`src/core/tcr_consts.vh`:
```
// Constants for the transceiver configuration register bank
`ifndef TCR_CONSTS_VH
`define TCR_CONSTS_VH

`define TCR_REG_W 13
`define TCR_NUM_REGS 8
`define TCR_IDX_W 3
`define TCR_IDX_MAIN 3'h0
`define TCR_IDX_PRESC 3'h1
`define TCR_IDX_C 3'h2
`define TCR_IDX_D 3'h3
`define TCR_IDX_F 3'h5
`define TCR_ADDR_W 8
`define TCR_STATUS_ADDR 8'h20
`define TCR_MAIN_RST 13'h002a
`define TCR_B_RST 13'h0000
`define TCR_C_RST 13'h0050
`define TCR_GEN_RST 13'h0000
`define TCR_RESP_OKAY 2'h0
`define TCR_RESP_SLVERR 2'h2

`define TCR_BIT_SLEEP 12
`define TCR_BIT_DIR 11
`define TCR_SEL_HI 10
`define TCR_SEL_LO 8
`define TCR_PAMID_HI 7
`define TCR_PAMID_LO 6
`define TCR_LNA_HI 5
`define TCR_LNA_LO 4
`define TCR_MIX_HI 3
`define TCR_MIX_LO 2
`define TCR_LO_HI 1
`define TCR_LO_LO 0
`define TCR_BIT_PBIAS 12
`define TCR_BIT_DZ 11
`define TCR_SWAL_HI 10
`define TCR_SWAL_LO 7
`define TCR_MAIN_HI 6
`define TCR_MAIN_LO 0
`define TCR_BIT_PA4 8
`define TCR_PALO_HI 12
`define TCR_PALO_LO 11
`define TCR_BIT_DEMTOP 8
`define TCR_DEM_HI 8
`define TCR_DEM_LO 6

`define TCR_SEL_NORMAL 3'h0
`define TCR_SEL_VCO_NOMOD 3'h1
`define TCR_SEL_VCO_MOD 3'h2
`define TCR_SEL_REFDIV 3'h3
`define TCR_SEL_TXMOD 3'h4
`define TCR_SEL_PRESC_A 3'h5
`define TCR_SEL_PRESC_B 3'h6
`define TCR_SEL_SHIFT 3'h7

`endif

```
`src/core/tcr_config_regs.v`:
```
// Configuration register bank with AXI4-Lite slave and lock pin test mux
//
// Implementation choice: the AXI4-Lite slave port.
`timescale 1ns/1ns
`include "tcr_consts.vh"

// Behaviour
// - Eight 13-bit registers, 3-bit address select
// - Main bit 12 puts chip asleep
// - Test selector valid only when demod top 0
// - Codes 1,2 show divided oscillator; modulation off for 1, on for 2
// - Code 3 shows reference divider output
// - Code 4 tx data drives modulation control
// - Codes 5,6 show prescaler, modulation off
// - Code 7 shows shift register data
// - Gain word gathered from three registers
// - Front end bias bits 5:4, default 10
// - Mixer bias bits 3:2, default 10
// - Oscillator swing bits 1:0, default 10
// - Second register bit 12 selects prescaler bias
// - Demod field top bit hands over lock pin
module tcr_config_regs #(
    parameter REG_W = `TCR_REG_W
) (
    input wire aclk,
    input wire aresetn,
    input wire [`TCR_ADDR_W-1:0] s_axi_awaddr,
    input wire [2:0] s_axi_awprot,
    input wire s_axi_awvalid,
    output wire s_axi_awready,
    input wire [31:0] s_axi_wdata,
    input wire [3:0] s_axi_wstrb,
    input wire s_axi_wvalid,
    output wire s_axi_wready,
    output reg [1:0] s_axi_bresp,
    output reg s_axi_bvalid,
    input wire s_axi_bready,
    input wire [`TCR_ADDR_W-1:0] s_axi_araddr,
    input wire [2:0] s_axi_arprot,
    input wire s_axi_arvalid,
    output wire s_axi_arready,
    output reg [31:0] s_axi_rdata,
    output reg [1:0] s_axi_rresp,
    output reg s_axi_rvalid,
    input wire s_axi_rready,
    input wire vco_div_sig,
    input wire ref_div_sig,
    input wire dual_mod_sig,
    input wire tx_data_pin,
    input wire presc_sig,
    input wire shift_data_sig,
    input wire demod_test_sig,
    input wire lock_detect_sig,
    output reg lock_pin,
    output reg modulation_ctrl,
    output reg swallow_mod_en,
    output reg chip_sleep_bit,
    output reg direction_select,
    output reg [4:0] amplifier_gain_word,
    output reg [1:0] front_end_bias,
    output reg [1:0] mixer_bias,
    output reg [1:0] oscillator_swing,
    output reg prescaler_bias_source,
    output reg [1:0] dead_zone_pulse_width,
    output reg [3:0] swallow_count,
    output reg [6:0] main_div_count,
    output reg [2:0] demod_test_field
);

    wire [REG_W-1:0] cfg_reg [0:`TCR_NUM_REGS-1];
    reg [`TCR_ADDR_W-1:0] aw_addr_reg;
    reg aw_held_reg;
    reg [31:0] w_data_reg;
    reg [3:0] w_strb_reg;
    reg w_held_reg;
    wire [`TCR_NUM_REGS-1:0] written_reg;

    wire [`TCR_ADDR_W-1:0] wr_addr;
    wire [31:0] wr_data;
    wire [3:0] wr_strb;
    wire wr_fire;
    wire wr_hit;
    wire [`TCR_IDX_W-1:0] wr_idx;
    wire [REG_W-1:0] main_r;
    wire [REG_W-1:0] presc_r;
    wire [REG_W-1:0] reg_c;
    wire [REG_W-1:0] reg_d;
    wire [REG_W-1:0] reg_f;
    wire [2:0] test_sel;

    assign s_axi_awready = !aw_held_reg && !s_axi_bvalid;
    assign s_axi_wready = !w_held_reg && !s_axi_bvalid;
    assign s_axi_arready = !s_axi_rvalid;

    assign wr_addr = aw_held_reg ? aw_addr_reg : s_axi_awaddr;
    assign wr_data = w_held_reg ? w_data_reg : s_axi_wdata;
    assign wr_strb = w_held_reg ? w_strb_reg : s_axi_wstrb;
    assign wr_fire = (aw_held_reg || (s_axi_awvalid && s_axi_awready))
        && (w_held_reg || (s_axi_wvalid && s_axi_wready));
    assign wr_hit = (wr_addr[`TCR_ADDR_W-1:5] == 3'h0);
    assign wr_idx = wr_addr[4:2];

    // Address and data may arrive in either order
    always @(posedge aclk) begin
        if (!aresetn) begin
            aw_held_reg <= 1'b0;
            w_held_reg <= 1'b0;
            aw_addr_reg <= {`TCR_ADDR_W{1'b0}};
            w_data_reg <= 32'h0;
            w_strb_reg <= 4'h0;
            s_axi_bvalid <= 1'b0;
            s_axi_bresp <= `TCR_RESP_OKAY;
        end else begin
            if (wr_fire) begin
                aw_held_reg <= 1'b0;
                w_held_reg <= 1'b0;
                s_axi_bvalid <= 1'b1;
                s_axi_bresp <= wr_hit ? `TCR_RESP_OKAY : `TCR_RESP_SLVERR;
            end else begin
                if (s_axi_awvalid && s_axi_awready) begin
                    aw_held_reg <= 1'b1;
                    aw_addr_reg <= s_axi_awaddr;
                end
                if (s_axi_wvalid && s_axi_wready) begin
                    w_held_reg <= 1'b1;
                    w_data_reg <= s_axi_wdata;
                    w_strb_reg <= s_axi_wstrb;
                end
                if (s_axi_bvalid && s_axi_bready) begin
                    s_axi_bvalid <= 1'b0;
                end
            end
        end
    end

    genvar gi;
    generate
        for (gi = 0; gi < `TCR_NUM_REGS; gi = gi + 1) begin : g_reg
            // One driver per entry keeps each slice in its own process
            wire [REG_W-1:0] rst_val;
            reg [REG_W-1:0] val_reg;
            reg done_reg;
            assign rst_val = (gi == 0) ? `TCR_MAIN_RST :
                (gi == 1) ? `TCR_B_RST :
                (gi == 2) ? `TCR_C_RST : `TCR_GEN_RST;
            assign cfg_reg[gi] = val_reg;
            assign written_reg[gi] = done_reg;
            always @(posedge aclk) begin
                if (!aresetn) begin
                    val_reg <= rst_val;
                    done_reg <= 1'b0;
                end else if (wr_fire && wr_hit && wr_idx == gi) begin
                    if (wr_strb[0]) begin
                        val_reg[7:0] <= wr_data[7:0];
                    end
                    if (wr_strb[1]) begin
                        val_reg[REG_W-1:8] <= wr_data[REG_W-1:8];
                    end
                    done_reg <= 1'b1;
                end
            end
        end
    endgenerate

    // Registers read back as written; reads return state, status bit 9 lock
    always @(posedge aclk) begin
        if (!aresetn) begin
            s_axi_rvalid <= 1'b0;
            s_axi_rdata <= 32'h0;
            s_axi_rresp <= `TCR_RESP_OKAY;
        end else if (s_axi_arvalid && s_axi_arready) begin
            s_axi_rvalid <= 1'b1;
            if (s_axi_araddr[`TCR_ADDR_W-1:5] == 3'h0) begin
                s_axi_rdata <= {19'h0, cfg_reg[s_axi_araddr[4:2]]};
                s_axi_rresp <= `TCR_RESP_OKAY;
            end else if (s_axi_araddr == `TCR_STATUS_ADDR) begin
                s_axi_rdata <= {22'h0, lock_pin, written_reg, chip_sleep_bit};
                s_axi_rresp <= `TCR_RESP_OKAY;
            end else begin
                s_axi_rdata <= 32'h0;
                s_axi_rresp <= `TCR_RESP_SLVERR;
            end
        end else if (s_axi_rvalid && s_axi_rready) begin
            s_axi_rvalid <= 1'b0;
        end
    end

    assign main_r = cfg_reg[`TCR_IDX_MAIN];
    assign presc_r = cfg_reg[`TCR_IDX_PRESC];
    assign reg_c = cfg_reg[`TCR_IDX_C];
    assign reg_d = cfg_reg[`TCR_IDX_D];
    assign reg_f = cfg_reg[`TCR_IDX_F];
    assign test_sel = main_r[`TCR_SEL_HI:`TCR_SEL_LO];

    // Field outputs registered so they never glitch
    always @(posedge aclk) begin
        if (!aresetn) begin
            chip_sleep_bit <= 1'b0;
            direction_select <= 1'b0;
            amplifier_gain_word <= 5'h0;
            front_end_bias <= 2'h2;
            mixer_bias <= 2'h2;
            oscillator_swing <= 2'h2;
            prescaler_bias_source <= 1'b0;
            dead_zone_pulse_width <= 2'h0;
            swallow_count <= 4'h0;
            main_div_count <= 7'h0;
            demod_test_field <= 3'h0;
        end else begin
            chip_sleep_bit <= main_r[`TCR_BIT_SLEEP];
            direction_select <= main_r[`TCR_BIT_DIR];
            amplifier_gain_word <= {reg_c[`TCR_BIT_PA4],
                main_r[`TCR_PAMID_HI:`TCR_PAMID_LO], reg_d[`TCR_PALO_HI:`TCR_PALO_LO]};
            front_end_bias <= main_r[`TCR_LNA_HI:`TCR_LNA_LO];
            mixer_bias <= main_r[`TCR_MIX_HI:`TCR_MIX_LO];
            oscillator_swing <= main_r[`TCR_LO_HI:`TCR_LO_LO];
            prescaler_bias_source <= presc_r[`TCR_BIT_PBIAS];
            dead_zone_pulse_width <= {presc_r[`TCR_BIT_DZ], 1'b0};
            swallow_count <= presc_r[`TCR_SWAL_HI:`TCR_SWAL_LO];
            main_div_count <= presc_r[`TCR_MAIN_HI:`TCR_MAIN_LO];
            demod_test_field <= reg_f[`TCR_DEM_HI:`TCR_DEM_LO];
        end
    end

    // Lock pin mux; registered, adds one cycle of latency
    always @(posedge aclk) begin
        if (!aresetn) begin
            lock_pin <= 1'b0;
            modulation_ctrl <= 1'b0;
            swallow_mod_en <= 1'b1;
        end else if (reg_f[`TCR_BIT_DEMTOP]) begin
            lock_pin <= demod_test_sig;
            modulation_ctrl <= dual_mod_sig;
            swallow_mod_en <= 1'b1;
        end else begin
            case (test_sel)
                `TCR_SEL_NORMAL: begin
                    lock_pin <= lock_detect_sig;
                    modulation_ctrl <= dual_mod_sig;
                    swallow_mod_en <= 1'b1;
                end
                `TCR_SEL_VCO_NOMOD: begin
                    lock_pin <= vco_div_sig;
                    modulation_ctrl <= dual_mod_sig;
                    swallow_mod_en <= 1'b0;
                end
                `TCR_SEL_VCO_MOD: begin
                    lock_pin <= vco_div_sig;
                    modulation_ctrl <= dual_mod_sig;
                    swallow_mod_en <= 1'b1;
                end
                `TCR_SEL_REFDIV: begin
                    lock_pin <= ref_div_sig;
                    modulation_ctrl <= dual_mod_sig;
                    swallow_mod_en <= 1'b1;
                end
                `TCR_SEL_TXMOD: begin
                    lock_pin <= tx_data_pin;
                    modulation_ctrl <= tx_data_pin;
                    swallow_mod_en <= 1'b1;
                end
                `TCR_SEL_PRESC_A, `TCR_SEL_PRESC_B: begin
                    lock_pin <= presc_sig;
                    modulation_ctrl <= dual_mod_sig;
                    swallow_mod_en <= 1'b0;
                end
                `TCR_SEL_SHIFT: begin
                    lock_pin <= shift_data_sig;
                    modulation_ctrl <= dual_mod_sig;
                    swallow_mod_en <= 1'b1;
                end
                default: begin
                    lock_pin <= lock_detect_sig;
                    modulation_ctrl <= dual_mod_sig;
                    swallow_mod_en <= 1'b1;
                end
            endcase
        end
    end

endmodule // tcr_config_regs

```
`config.mk`:
```
export PLATFORM = sky130hd
export DESIGN_NAME = tcr_config_regs
export DESIGN_NICKNAME = d
export VERILOG_FILES = /design/src/core/tcr_config_regs.v
export VERILOG_INCLUDE_DIRS = /design/src /design/src/core
export SDC_FILE = /design/constraint.sdc
export NUM_CORES = 1
export LEC_CHECK = 0
export BUFFER_PORTS_ARGS = -buffer_cell sky130_fd_sc_hd__buf_2
export CAP_MARGIN = 10
export CORE_MARGIN = 4
export CORE_UTILIZATION = 46
export DETAILED_ROUTE_END_ITERATION = 8
export PLACE_DENSITY = 0.68
export SLEW_MARGIN = 20
export SYNTH_ARGS = -nofsm -noshare
export SYNTH_HDL_FRONTEND = slang
export SYNTH_SLANG_ARGS = --single-unit
```
`constraint.sdc`:
```
create_clock -name aclk -period 6.66 [get_ports aclk]
set_clock_uncertainty 0.1 [all_clocks]
set_input_delay 0.999 -clock aclk [delete_from_list [all_inputs] [get_ports aclk]]
set_output_delay 0.999 -clock aclk [all_outputs]
set_load 0.02 [all_outputs]
```
* After elaboration in Yosys (flattened, before gate mapping)
Index checks and enable logic that the tools add are counted.
Storage, ports and cells: register bits after elaboration 208, input bits 73, output and inout bits 74, logic and storage cells 142
Operators by class: $lt $le $gt $ge 1, equality and inequality tests 15, mux-type cells 20, bitwise gates (word level) 3, reductions and logical operators 54
Operators by type and width (number):
- $mux 13 | 4
- $bmux 13 s3 | 1
- $reduce_and 2->1 | 18
- $eq 3x3->1 const B | 8
- $logic_and 1x1->1 | 17
- $eq 3x2->1 const B | 4
- $logic_not 3->1 | 4
- $mux 10 | 1
- $eq 8x6->1 const B | 1
- $mux 2 | 4
- $mux 8 | 1
- $reduce_or 2->1 | 4
- $reduce_or 7->1 | 1
- $eq 3x1->1 const B | 2
- $mux 1 | 6
- $pmux 1 s6 | 1
- $reduce_or 5->1 | 1
- $ge 4x4->1 const B | 1
- $logic_not 1->1 | 4
- $not 3->4 | 1
- $pmux 1 s2 | 2
- $reduce_bool 2->1 | 2
- $reduce_or 3->1 | 1
- $logic_or 1x1->1 | 2
- $not 1->1 | 2

* Depth between registers and ports, before layout
word-level depth 8, gate-level depth with buffers 7, gate-level depth less buffers 4

* Worst setup path before layout
Ideal clock, no wire load.
kind input-to-reg, from in s_axi_awaddr[7], to reg g_reg[0].val_reg[1], setup time 121 ps, arrival time 2678 ps, data required time 6439 ps, slack 3762 ps, stages 6, path buffers 2, cells stage by stage or4_1 -> clkbuf_1 -> a211oi_2 -> and2_0 -> clkbuf_1 -> mux2_2
Between the ends: cells in the longest elaborated chain, start to end 5
RTL lines:
- start, declared | line tcr_config_regs.v:27 | input wire [`TCR_ADDR_W-1:0] s_axi_awaddr,
- $mux 8 | line tcr_config_regs.v:95 | assign wr_addr = aw_held_reg ? aw_addr_reg : s_axi_awaddr;
- $logic_not 3->1 | line tcr_config_regs.v:100 | assign wr_hit = (wr_addr[`TCR_ADDR_W-1:5] == 3'h0);
- $logic_and 1x1->1 (2 in a row) | line tcr_config_regs.v:152 | end else if (wr_fire && wr_hit && wr_idx == gi) begin
- $reduce_and 2->1 (no line)
- end signal, assigned | line tcr_config_regs.v:150 | val_reg <= rst_val;
- end signal, assigned | line tcr_config_regs.v:154 | val_reg[7:0] <= wr_data[7:0];
- end signal, assigned by index | line tcr_config_regs.v:157 | val_reg[REG_W-1:8] <= wr_data[REG_W-1:8];
- end, declared | line tcr_config_regs.v:141 | reg [REG_W-1:0] val_reg;
Every way passes these cells. A chain may end at the register's enable or synchronous reset.

* Final worst setup path
from reg w_held_reg, to reg g_reg[4].val_reg[5]
Between the ends: cells in the longest elaborated chain, start to end 8, elaborated cells between the ends (all ways) 10, those cells by class 2 x mux; 8 x reduce/logical
RTL lines:
- start, declared | line tcr_config_regs.v:75 | reg w_held_reg;
- start signal, assigned | line tcr_config_regs.v:107 | w_held_reg <= 1'b0;
- start signal, assigned | line tcr_config_regs.v:116 | w_held_reg <= 1'b0;
- start signal, assigned | line tcr_config_regs.v:125 | w_held_reg <= 1'b1;
- $logic_not 1->1 | line tcr_config_regs.v:92 | assign s_axi_wready = !w_held_reg && !s_axi_bvalid;
- $logic_and 1x1->1 | line tcr_config_regs.v:92
- $logic_and 1x1->1 | line tcr_config_regs.v:99 | && (w_held_reg || (s_axi_wvalid && s_axi_wready));
- $logic_or 1x1->1 | line tcr_config_regs.v:99
- $logic_and 1x1->1 | line tcr_config_regs.v:99
- $logic_and 1x1->1 (2 in a row) | line tcr_config_regs.v:152
- $reduce_and 2->1 (no line)
- end signal, assigned | line tcr_config_regs.v:150
- end signal, assigned | line tcr_config_regs.v:154
- end signal, assigned by index | line tcr_config_regs.v:157
- end, declared | line tcr_config_regs.v:141
Parallel ways exist; a longest one is shown, timed or not.

==> summary.md <==
| Metric | Value |
|---|---|
| Status | completed |
| Resized cells post-CTS | 0 |
| Worst Hold Class | reg -> reg |
| Busiest grt layer | met2 |
| HPWL Detailed | 11.9 mm |
| CTS Buffer Depth | 2 |
| CTS tree | yes |
| Yosys warnings | 0 |
| Fill cells | 1440 |
| DRC Markers | 0 |
| Critical Path RT | 6.86 ns |
| Pwr dens | 263 nW/um^2 |
| Fin. Hold Viols | 0 |
| Hold buffer count at cts | 0 |
| Core area | 16100 um^2 |
| Setup ws final | approximately 3.4 ns |
| # diodes | 0 |
| Setup-failing EPs final | 0 |
| Leakage power figure | 4.36 nW |
| Wire per inst | 16.4 um |
| Starting Density | 47.5% |
| Vias in the first global route | 5292 |
| Reg clk slew, reported paths | 0.07 ns |
| Fmax | 310 MHz |
| Synth Register Bits | 184 |
| Most frequent cells in the layout | dfxtp_1, nand2_1, mux2i_1, buf_2, inv_1 |
| Final non-filler cell total | approximately 1000 |
| CP Class | reg -> reg |
| RSZ-0062 raised after global routing | false |
| Row count | between 40 and 50 |
| Iter 0 DRT Violations | a little over 400 |
| Die area | 18700 um^2 |
| IO Count | between 100 and 150 |
| Seq/Total Area, Yosys | between 40% and 50% |
| Netlist cell types | 35 |
| Reg area | ~3700 um^2 |
| PortBufs | 95 |
| Detailed Route WL | 17.1 mm |
| FF-to-FF path depth | 4 |
| Number of setup buffers added after CTS | 0 |
| Placed insts | around 1000 |
| DP Worst Slack | between 3 and 4 ns |
| Critical R2R Launch | w_held_reg |
| Fin nets | 891 |
| Layout cells sized above 1 | between 20% and 30% |
| CP endpoint kind | flop |
| Top cell type's share of synthesized area | 48.3% |
| Post-Syn Area | 7620 um^2 |
| First-pass GRT wire length | 27.7 mm |
| Area grow syn2layout | 15.0% |
| Cts bufs inserted | 17 |
| M1 GR Usage | 26.8% |
| Multi-input logic area | 3560 um^2 |
| Setup TNS | 0 ns |
| Antenna Nets Post-Route | 0 |
| Pin count of the biggest net entering global routing | 85 |
| Mapped Avg Cell Area | 10.4 um^2 |
| Crit Path Max Fanout | 18 |
| Antenna violations before repair | 0 |
| Hold_sp | g_reg[1].val_reg[12] |
| Reg2reg setup slack | ~3.4 ns |
| Vert. Die Dim | 137 um |
| Worst r2r dst | g_reg[4].val_reg[5] |
| Slew Limit Headroom | 24.3% |
| Root Buffer | clkbuf_16 |
| Via count | 5396 |
| Hold EP | prescaler_bias_source |
| Startpoint types | flop |
| Die Width | 137 um |
| Final Critical Period | 3.23 ns |
| Most common cell after layout, fill and taps aside | dfxtp_1 |
| CTS sink count | 184 |
| Area leader, netlist | dfxtp_1 |
| Total grt overflow | 0 |
| EDFF count, synth | 0 |
| Worst-Skew Late Latency | 0.43 ns |
| Aggregate global-route resource usage | roughly a fifth |
| Hold path cells | 2 |
| Count of pins over their slew limit | 0 |
| Mapped Cells | 735 |
| Worst vdd ir | 0.000202 V |
| Largest cells by area after synthesis | dfxtp_1, mux2i_1, mux4_2 |
| H-Tree Depth | 4 |
| Critical path arrival | 3.43 ns |
| Grt met2 use | 30.0% |
| Drt pass-1 iters | 5 |
| Via-per-instance ratio | just over 5 |
| FFs w/ async S/R, synth | 0% |
| GP Congestion | just under 0.8 |
| Top_reg_cell synth | dfxtp_1 |
| Worst-Margin Slew | between 1 and 1.5 ns |
| Number of max-cap violations | 0 |
| GR Util met3 | under 10% |
| Largest register FFs | approximately 100 |
| Final Cycle Share | 48.5% |
| Total Power | 2.31 mW |
## metrics by stage
step | utilization (%) | area, um^2 | hold WS (ns)
floorplan | - | 7700 | 0.322
global placement | 51.0 | 8190 | 0.338
detailed placement | 51.0 | 8190 | 0.344
CTS | 54.6 | 8770 | 0.356
global route | 54.6 | 8770 | 0.374
finish | 54.6 | 8770 | 0.351
## critical path, cell delays in order, from the launching register on
cell,delay (ns)
dfxtp_1,0.83
inv_1,0.29
a222oi_1,1.05
nand2_1,0.60
mux2i_1,0.23
## synth_stat cells, types with 9 or more instances
library cell,n
a22oi_1,10
a31oi_1,9
buf_4,23
clkbuf_1,26
dfxtp_1,184
inv_1,42
mux2_2,17
mux2i_1,133
mux4_2,27
nand2_1,139
nor2_1,38
o211ai_1,10
## worst max path at each step
| stage | startpoint | end | slack [ns] | cells past startpoint |
|---|---|---|---|---|
| global route | w_held_reg | g_reg[4].val_reg[3] | 3.22 | 4 |
| global placement | s_axi_awaddr[2] | g_reg[4].val_reg[3] | 3.19 | 5 |
| detailed placement | s_axi_awaddr[2] | g_reg[4].val_reg[2] | 3.14 | 5 |
| CTS | w_held_reg | g_reg[4].val_reg[2] | 3.47 | 4 |
| floorplan | s_axi_awaddr[7] | g_reg[0].val_reg[1] | 3.76 | 6 |
| finish | w_held_reg | g_reg[4].val_reg[5] | 3.43 | 4 |
## power by group
group / switching (mW) / internal (mW) / total [mW]
clock network: 0.436 / 0.555 / 0.992
registers: 0.0144 / 1.12 / 1.13
logic: 0.118 / 0.0662 / 0.184
## logic make-up (layout without fill, tap and decap cells)
family,Yosys count,after routing,share of synthesized area [%]
compound gates,52,52,4.86
buf+inv,99,174,6.01
flops,184,184,48.3
mux,177,177,27.9
other cells,1,22,0.0492
simple gates,222,222,12.8
## per-layer routing
metal	part of all wire, %	wire [um]
met5	0	0
met4	0.95	163
met3	5.6	958
met1	47	8020
met2	47	7980
## layout make-up
type | instances | share of cell area (%)
Tap cell | 216 | 3.08
Inverter | 42 | 1.80
Clock buffer | 18 | 4.90
Timing Repair Buffer | 100 | 5.88
Sequential cell | 184 | 42.0
Multi-Input combinational cell | 473 | 40.6
Clock inverter | 14 | 1.70
No activity file was read; power rests on OpenSTA's default activity.
